==> src/logic/spif_pkg.sv <==
// What this block does
// - Any reset loads control register with zero
// - Mode 0: receive flag on every byte
// - Other modes: qualifier gates receive flag
// - FIFO on: receive flag at threshold level in modes 1-3
// - Mode 0: set after eighth data bit
// - Mode 1: set after stop bit sample
// - Modes 2,3: set after ninth bit sample
// - FIFO off: transmit flag per sent byte
// - FIFO on: transmit flag at threshold
// - Ninth bit holds bit9, or stop level in mode 1 only with qualifier off
package spif_pkg;
   // ************************************************************
   // Register map (byte addresses on the bus)
   // ************************************************************
   localparam logic [7:0] SPIF_SCTL_IDX = 8'h06;
   localparam logic [9:0] SPIF_ADDR_SCTL = {SPIF_SCTL_IDX, 2'b00};
   localparam logic [9:0] SPIF_ADDR_FIFO = 10'h020;
   localparam logic [9:0] SPIF_ADDR_IST = 10'h024;
   localparam logic [9:0] SPIF_ADDR_IMSK = 10'h028;
   localparam logic [7:0] SPIF_SCTL_RST = 8'h00;
   localparam logic [7:0] SPIF_FIFO_RST = 8'h00;
   localparam logic [1:0] SPIF_IRQ_RST = 2'h0;
   // ************************************************************
   // Field positions
   // ************************************************************
   localparam int SPIF_B_RXF = 0;
   localparam int SPIF_B_TXF = 1;
   localparam int SPIF_B_NINTH = 2;
   localparam int SPIF_B_QUAL = 5;
   localparam int SPIF_B_FEN = 0;
   localparam int SPIF_B_RXT = 2;
   localparam int SPIF_B_TXT = 4;
   typedef enum logic [1:0] {
      SPIF_M0 = 2'h0,
      SPIF_M1 = 2'h1,
      SPIF_M2 = 2'h3,
      SPIF_M3 = 2'h2
   } spif_mode_t;
   typedef struct packed {
      logic done;
      logic ninth;
      logic addr_match;
   } spif_rx_ev_t;
endpackage

==> src/logic/spif_top.sv <==
module spif_top import spif_pkg::*; #(
   parameter int LVL_W = 4
) (
   // Clock and reset
   input wire logic clk_sys,
   input wire logic nrst,
   // Classic Wishbone slave
   input wire logic wb_cyc_i,
   input wire logic wb_stb_i,
   input wire logic wb_we_i,
   input wire logic [9:0] wb_adr_i,
   input wire logic [3:0] wb_sel_i,
   input wire logic [31:0] wb_dat_i,
   output logic [31:0] wb_dat_o,
   output logic wb_ack_o,
   output logic wb_err_o,
   // Shift engine events and mode
   input wire logic [1:0] mode,
   input wire spif_rx_ev_t rx_ev,
   input wire logic tx_done,
   input wire logic [LVL_W-1:0] rx_level,
   input wire logic [LVL_W-1:0] tx_level,
   // Field outputs to the rest of the port
   output logic fifo_enable,
   output logic [1:0] receive_threshold_field,
   output logic [1:0] transmit_threshold_field,
   output logic [7:0] serial_port_control,
   output logic irq
);
   // ************************************************************
   // Threshold decode
   // ************************************************************
   // Code n selects a level of n+1 entries; coarse but monotone
   function automatic logic at_thr(input logic [LVL_W-1:0] lvl,
                                   input logic [1:0] code);
      at_thr = lvl >= LVL_W'({1'b0, code} + 3'd1);
   endfunction

   logic [7:0] fifo_control_register;
   logic [1:0] irq_status;
   logic [1:0] irq_mask;
   logic ack_q;
   spif_mode_t cur_mode;
   assign cur_mode = spif_mode_t'(mode);
   assign fifo_enable = fifo_control_register[SPIF_B_FEN];
   assign receive_threshold_field =
      fifo_control_register[SPIF_B_RXT +: 2];
   assign transmit_threshold_field =
      fifo_control_register[SPIF_B_TXT +: 2];

   // ************************************************************
   // Receive and transmit set conditions
   // ************************************************************
   wire qual = serial_port_control[SPIF_B_QUAL];
   // Qualifier: mode 1 needs a valid stop, modes 2/3 need address bit
   wire qual_ok = !qual || ((cur_mode == SPIF_M1) ? rx_ev.ninth
                                                  : rx_ev.addr_match);
   wire rx_lvl_ok = !fifo_enable ||
                    at_thr(rx_level, receive_threshold_field);
   wire rx_set_m0 = rx_ev.done && cur_mode == SPIF_M0;
   wire rx_set_mx = rx_ev.done && cur_mode != SPIF_M0 &&
                    qual_ok && rx_lvl_ok;
   wire rx_set = rx_set_m0 || rx_set_mx;
   wire tx_set = tx_done && (!fifo_enable ||
                 at_thr(tx_level, transmit_threshold_field));
   wire ninth_ld = rx_set_mx && (cur_mode != SPIF_M1 || !qual);

   // ************************************************************
   // Bus decode
   // ************************************************************
   wire req = wb_cyc_i && wb_stb_i && !ack_q;
   wire hit_sctl = wb_adr_i == SPIF_ADDR_SCTL;
   wire hit_fifo = wb_adr_i == SPIF_ADDR_FIFO;
   wire hit_ist = wb_adr_i == SPIF_ADDR_IST;
   wire hit_imsk = wb_adr_i == SPIF_ADDR_IMSK;
   wire hit_any = hit_sctl || hit_fifo || hit_ist || hit_imsk;
   wire wr0 = req && wb_we_i && wb_sel_i[0];
   wire wr_sctl = wr0 && hit_sctl;
   wire rd_ist = req && !wb_we_i && hit_ist;
   logic [7:0] rd_mux;
   assign rd_mux = hit_sctl ? serial_port_control :
                   hit_fifo ? fifo_control_register :
                   hit_ist ? {6'h00, irq_status} :
                   hit_imsk ? {6'h00, irq_mask} : 8'h00;

   // Software writes flags as plain bits; a set event wins the cycle
   logic [7:0] next_sctl;
   always_comb begin
      next_sctl = wr_sctl ? wb_dat_i[7:0] : serial_port_control;
      if (ninth_ld) begin
         next_sctl[SPIF_B_NINTH] = rx_ev.ninth;
      end
      if (rx_set) begin
         next_sctl[SPIF_B_RXF] = 1'b1;
      end
      if (tx_set) begin
         next_sctl[SPIF_B_TXF] = 1'b1;
      end
   end

   // ************************************************************
   // Registers
   // ************************************************************
   always_ff @(posedge clk_sys or negedge nrst) begin
      if (!nrst) begin
         serial_port_control <= SPIF_SCTL_RST;
         fifo_control_register <= SPIF_FIFO_RST;
         irq_mask <= SPIF_IRQ_RST;
      end else begin
         serial_port_control <= next_sctl;
         if (wr0 && hit_fifo) begin
            fifo_control_register <= wb_dat_i[7:0];
         end
         if (wr0 && hit_imsk) begin
            irq_mask <= wb_dat_i[1:0];
         end
      end
   end

   // Read clears status, but an event in the same cycle survives
   always_ff @(posedge clk_sys or negedge nrst) begin
      if (!nrst) begin
         irq_status <= SPIF_IRQ_RST;
      end else begin
         irq_status <= (rd_ist ? 2'b00 : irq_status) | {tx_set, rx_set};
      end
   end

   always_ff @(posedge clk_sys or negedge nrst) begin
      if (!nrst) begin
         ack_q <= 1'b0;
         wb_err_o <= 1'b0;
         wb_dat_o <= 32'h0000_0000;
      end else begin
         ack_q <= req && hit_any;
         wb_err_o <= req && !hit_any;
         wb_dat_o <= {24'h00_0000, rd_mux};
      end
   end
   assign wb_ack_o = ack_q;
   assign irq = |(irq_status & irq_mask);
endmodule

==> config.mk <==
export PLATFORM = sky130hd
export DESIGN_NAME = spif_top
export DESIGN_NICKNAME = d
export VERILOG_FILES = /design/src/logic/spif_pkg.sv /design/src/logic/spif_top.sv
export SDC_FILE = /design/constraint.sdc
export NUM_CORES = 1
export LEC_CHECK = 0
export BUFFER_PORTS_ARGS = -buffer_cell sky130_fd_sc_hd__buf_2
export CORE_MARGIN = 10
export CORE_UTILIZATION = 37
export CTS_CLUSTER_DIAMETER = 60
export CTS_CLUSTER_SIZE = 14
export DETAILED_ROUTE_END_ITERATION = 8
export PLACE_DENSITY = 0.73
export SETUP_SLACK_MARGIN = 0.4
export SLEW_MARGIN = 20
export SYNTH_ARGS = -nofsm -noshare
export SYNTH_HDL_FRONTEND = slang
export SYNTH_SLANG_ARGS = --single-unit
==> constraint.sdc <==
create_clock -name clk_sys -period 5.1 [get_ports clk_sys]
set_clock_uncertainty 0.05 [all_clocks]
set_input_delay 1.02 -clock clk_sys [delete_from_list [all_inputs] [get_ports clk_sys]]
set_output_delay 1.02 -clock clk_sys [all_outputs]
set_load 0.02 [all_outputs]
-- Word-level counts from Yosys, hierarchy flattened
Index checks and enable logic that the tools add are counted.
- div/mod/pow operators: 0
- order comparisons: 2
- equality and inequality tests: 6
- reductions and logical operators: 36
- shifts and indexed selects: 0
- multiply operators: 0
- mux-type cells: 10
- bitwise logic cells: 2
- add/subtract/negate cells: 2
- operators with widths (cell ; number):
    $eq 10x6->1 const B ; 3
    $logic_and 1x1->1 ; 17
    $mux 8 ; 2
    $eq 10x5->1 const B ; 1
    $ge 4x3->1 ; 2
    $logic_or 1x1->1 ; 8
    $reduce_bool 2->1 ; 4
    $add 2x1->3 const B ; 2
    $mux 2 ; 3
    $logic_not 1->1 ; 5
    $mux 1 ; 4
    $mux 3 ; 1
    $and 2x2->2 ; 1
    $eq 2x1->1 const B ; 1
    $logic_not 2->1 ; 1
    $ne 2x1->1 const B ; 1
    $or 2x2->2 ; 1
    $reduce_or 2->1 ; 1
- latch bits: 0
- bits in registers: 30
- memories kept: 0
- bits of input ports: 65
- bits in writable memories: 0
- ROM bits: 0
- output and inout bits: 48

-- Logic depth before layout (Yosys ltp)
- depth after elaboration: 7
- mapped depth: 7
- gate-level depth less buffers: 7

-- Least setup slack after synthesis
Ideal clock, no wire load.
- path kind: input port to flip-flop
- from: in wb_adr_i[1]
- to: reg serial_port_control[2]
- arrival: 2.360 ns
- cell stages on the path: 6
- library setup time: 0.125 ns
- setup slack: 2.565 ns
- buffers on the path: 1
- path through: nor4_4 nand3_4 nand2b_4 buf_6 mux2_4 mux2_4
- cells in the longest elaborated chain, start to end: 3
- ends and longest elaborated chain (what ; line ; source):
    start: declaration ; spif_top.sv:11 ; input wire logic [9:0] wb_adr_i,
    $eq 10x5->1 ; spif_top.sv:72 ; wire hit_sctl = wb_adr_i == SPIF_ADDR_SCTL;
    $logic_and 1x1->1 ; spif_top.sv:78 ; wire wr_sctl = wr0 && hit_sctl;
    $reduce_bool 2->1 (no source line) ; -- ;
    end signal: assignment ; spif_top.sv:110 ; serial_port_control <= next_sctl;
    end: declaration ; spif_top.sv:27 ; output logic [7:0] serial_port_control,
Every way passes these cells.
A chain may end at the register's enable or synchronous reset.

-- Worst setup path after layout
- from: in wb_adr_i[2]
- to: reg serial_port_control[2]
The elaborated chain is that of the path after synthesis.

==> flow_summary.toml <==
[critical_path]
critPathMaxFanout = 8
startpoint_type = "input port"
slowest_delay_ns = 0.38
cp_cell_sequence = "buf_2 > and4bb_2 > nand3_4 > nand2b_4 > mux2_4 > mux2_4"
arrival_ns = 2.58
cp_common_cell = "mux2_4"
endpoint_kind = "register"
required_ns = 5.22
path_class = "in -> reg"
crit_slowest_cell = "and4bb_2"

[placement]
post-dp-hpwl_mm = 3.374
io_buffer_count = 61
place_congestion = 0.8329

[floorplan]
start_util_pct = 37.89
core_um2 = 4692
die_h_um = 89.32
dieArea_um2 = 7978
dieWidth_um = 89.32
placementRows = 25
io_pins = 113

[power_and_ir_drop]
powerDensity_nw_per_um2 = 234.8
max-vdd-ir-drop_v = 0.00008908
power_mw = 0.4947
p_leak_nw = 1.176

[cts]
clkSinkCount = 30
cts.hold.buffers_added = 0
cts_tree = "yes"
path_clk_slew_ns = 0.06
ctsResizeCount = 0
clock_latency_ns = 0.28
cts-root-buf = "clkbuf_8"
post-cts-setup-buffers = 0
clk_path_buf_depth = 2
cts_buffers = 5
htreeDepth = 2

[route]
drt_iter0_markers = 26
wl_per_cell_um = 14.49
drc = 0
via_per_inst = 4.528
routed_wl_mm = 4.145
first_pass_iters = 4
final_antenna_net_count = 0
vias = 1295

[yosys]
yosysSeqAreaShare_pct = 42.22
synth_cells = 169
synth_area_um2 = 1778
yosysTopAreaCell = "dfrtp_1"
yosysMostFrequentCell = "dfrtp_1"
syn_area_per_cell_um2 = 10.52
synth_top_area_share_pct = 42.22
synthFlopType = "dfrtp_1"
yosysWarnings = 0
ys_async_sr_fraction_pct = 100.0
synth.area.top_cells = "dfrtp_1 (42%), buf_4 (12%), mux2_2 (9.5%)"
netlist_top_cells_count = "dfrtp_1 (30), buf_4 (28), nor2_1 (16), mux2_2 (15), inv_1 (12)"
ys_ff_latch = 30
synth_edf_count = 0
ys_types = 32

[worst_hold_path]
hold_class = "reg -> reg"

[global_route]
grt_pass1_wl_mm = 6.265
grt_pass1_vias = 1324
grt_use_total_pct = 10.44
antenna_found_initial = 0
grt_max_degree = 31
gr-total-overflow = 0

[sta]
setup_viol = 0
max_slew.worst_pin.slew_ns = 0.6613
post-route-period-util_pct = 48.34
fin_crit_ns = 2.465
hold_viol = 0
maxSlewViolCount = 0
relSlewSlack_pct = 55.91
rsz0062_at_grt = "no"
fin_tns_setup_ns = 0
max_freq_mhz = 405.7

[job]
cap_viol_max_count = 0

[finish]
n_fill_cell = 474
diodes = 0
drive_above_1_share_pct = 38.36
fin_nets = 304
areaGrowthSynthToFinish_pct = 18.51

[run_status]
outcome = "finished, final reports clean"
[path summary, 6_finish.rpt]
check / startpoint / to / slack [ns] / cells past startpoint
setup / recovery: wb_adr_i[2] / serial_port_control[2]$_DFFE_PN0P_ / 2.63 / 6
hold / removal: fifo_control_register[7]$_DFFE_PN0P_ / fifo_control_register[7]$_DFFE_PN0P_ / 0.46 / 1
setup reg to reg: wb_ack_o$_DFF_PN0_ / fifo_control_register[4]$_DFFE_PN0P_ / 3.14 / 4
hold reg to reg: fifo_control_register[7]$_DFFE_PN0P_ / fifo_control_register[7]$_DFFE_PN0P_ / 0.46 / 1
max in group asynchronous: nrst / wb_dat_o[5]$_DFF_PN0_ / 3.85 / 1
min in group asynchronous: nrst / serial_port_control[6]$_DFFE_PN0P_ / 0.72 / 1
[sequential cells by signal, summed over array words and instances, names as in the netlist]
signal	cells
irq_status	2
irq_mask	2
serial_port_control	8
fifo_control_register	8
wb_ack_o	1
wb_err_o	1
wb_dat_o	8
[power by group]
| group | switching, mW | leakage [nW] | internal [mW] | total [mW] |
|---|---|---|---|---|
| Sequential | 0.00112 | 0.395 | 0.240 | 0.241 |
| Combinational | 0.0401 | 0.733 | 0.0212 | 0.0613 |
| Clock | 0.0838 | 0.0482 | 0.109 | 0.192 |
[critical path: cells and delay by family]
| kind | cells | cell delay (ns) |
|---|---|---|
| buf+inv | 1 | 0.14 |
| mux | 2 | 0.57 |
| simple gates | 3 | 0.84 |
[logic make-up (layout without fill, tap and decap cells)]
family                     count (synthesis)  count (layout)  share of synthesized area, %
AOI/OAI and AO/OA                         16              16                         5.840
buffers and inverters                     41              81                         14.99
other                                      1              24                        0.2109
and+or+nand+nor                           48              48                         15.41
DFF                                       30              30                         42.22
adders and majority gates                  8               8                         5.630
muxes                                     25              25                         15.69
[metal layers]
layer	track usage, %	vias to the layer above	wire length [um]
met1	11.77	592	1744
met3	5.925	4	468
met2	16.24	53	1901
met5	0	-	0
li1	-	646	-
met4	3.468	0	31
[through the flow]
step                      utilization, %  setup slack, ns  hold WS [ns]  cell area [um2]  cells
final                              44.91            2.635        0.4579             2107    286
after global routing               44.91            2.543        0.4758             2107    286
after CTS                          44.91            2.626        0.4582             2107    286
after detailed placement           42.96            2.318        0.4447             2016    278
after global placement             42.96            2.339        0.4386             2016    278
after floorplan                        -            2.565        0.4292             1864    192
[placed cells by master, fill, tap and decap left out, types with 2 or more instances in the layout]
cell type / count
ha_1: 8
o31ai_1: 2
o21ai_0: 2
inv_1: 12
dfrtp_1: 30
nor2_1: 16
nand3b_1: 2
mux2i_1: 8
nor3_1: 3
nand2b_1: 2
a22oi_1: 2
o211ai_1: 3
a21oi_1: 3
clkbuf_8: 6
conb_1: 24
nor2b_1: 4
o22ai_1: 2
mux2_4: 2
nand2_1: 11
buf_2: 61
mux2_2: 15
nand3_1: 2
[layout make-up]
cell class | count | area, um2 | share of cell area, %
multi-input combinational | 121 | 847.1 | 40.20
sequential | 30 | 750.7 | 35.63
timing repair buffer | 61 | 305.3 | 14.49
clock buffer | 7 | 86.33 | 4.097
tap | 54 | 67.56 | 3.207
inverter | 12 | 45.04 | 2.138
clock inverter | 1 | 5.005 | 0.2375
Note: power is estimated with default switching activity, not from simulation.
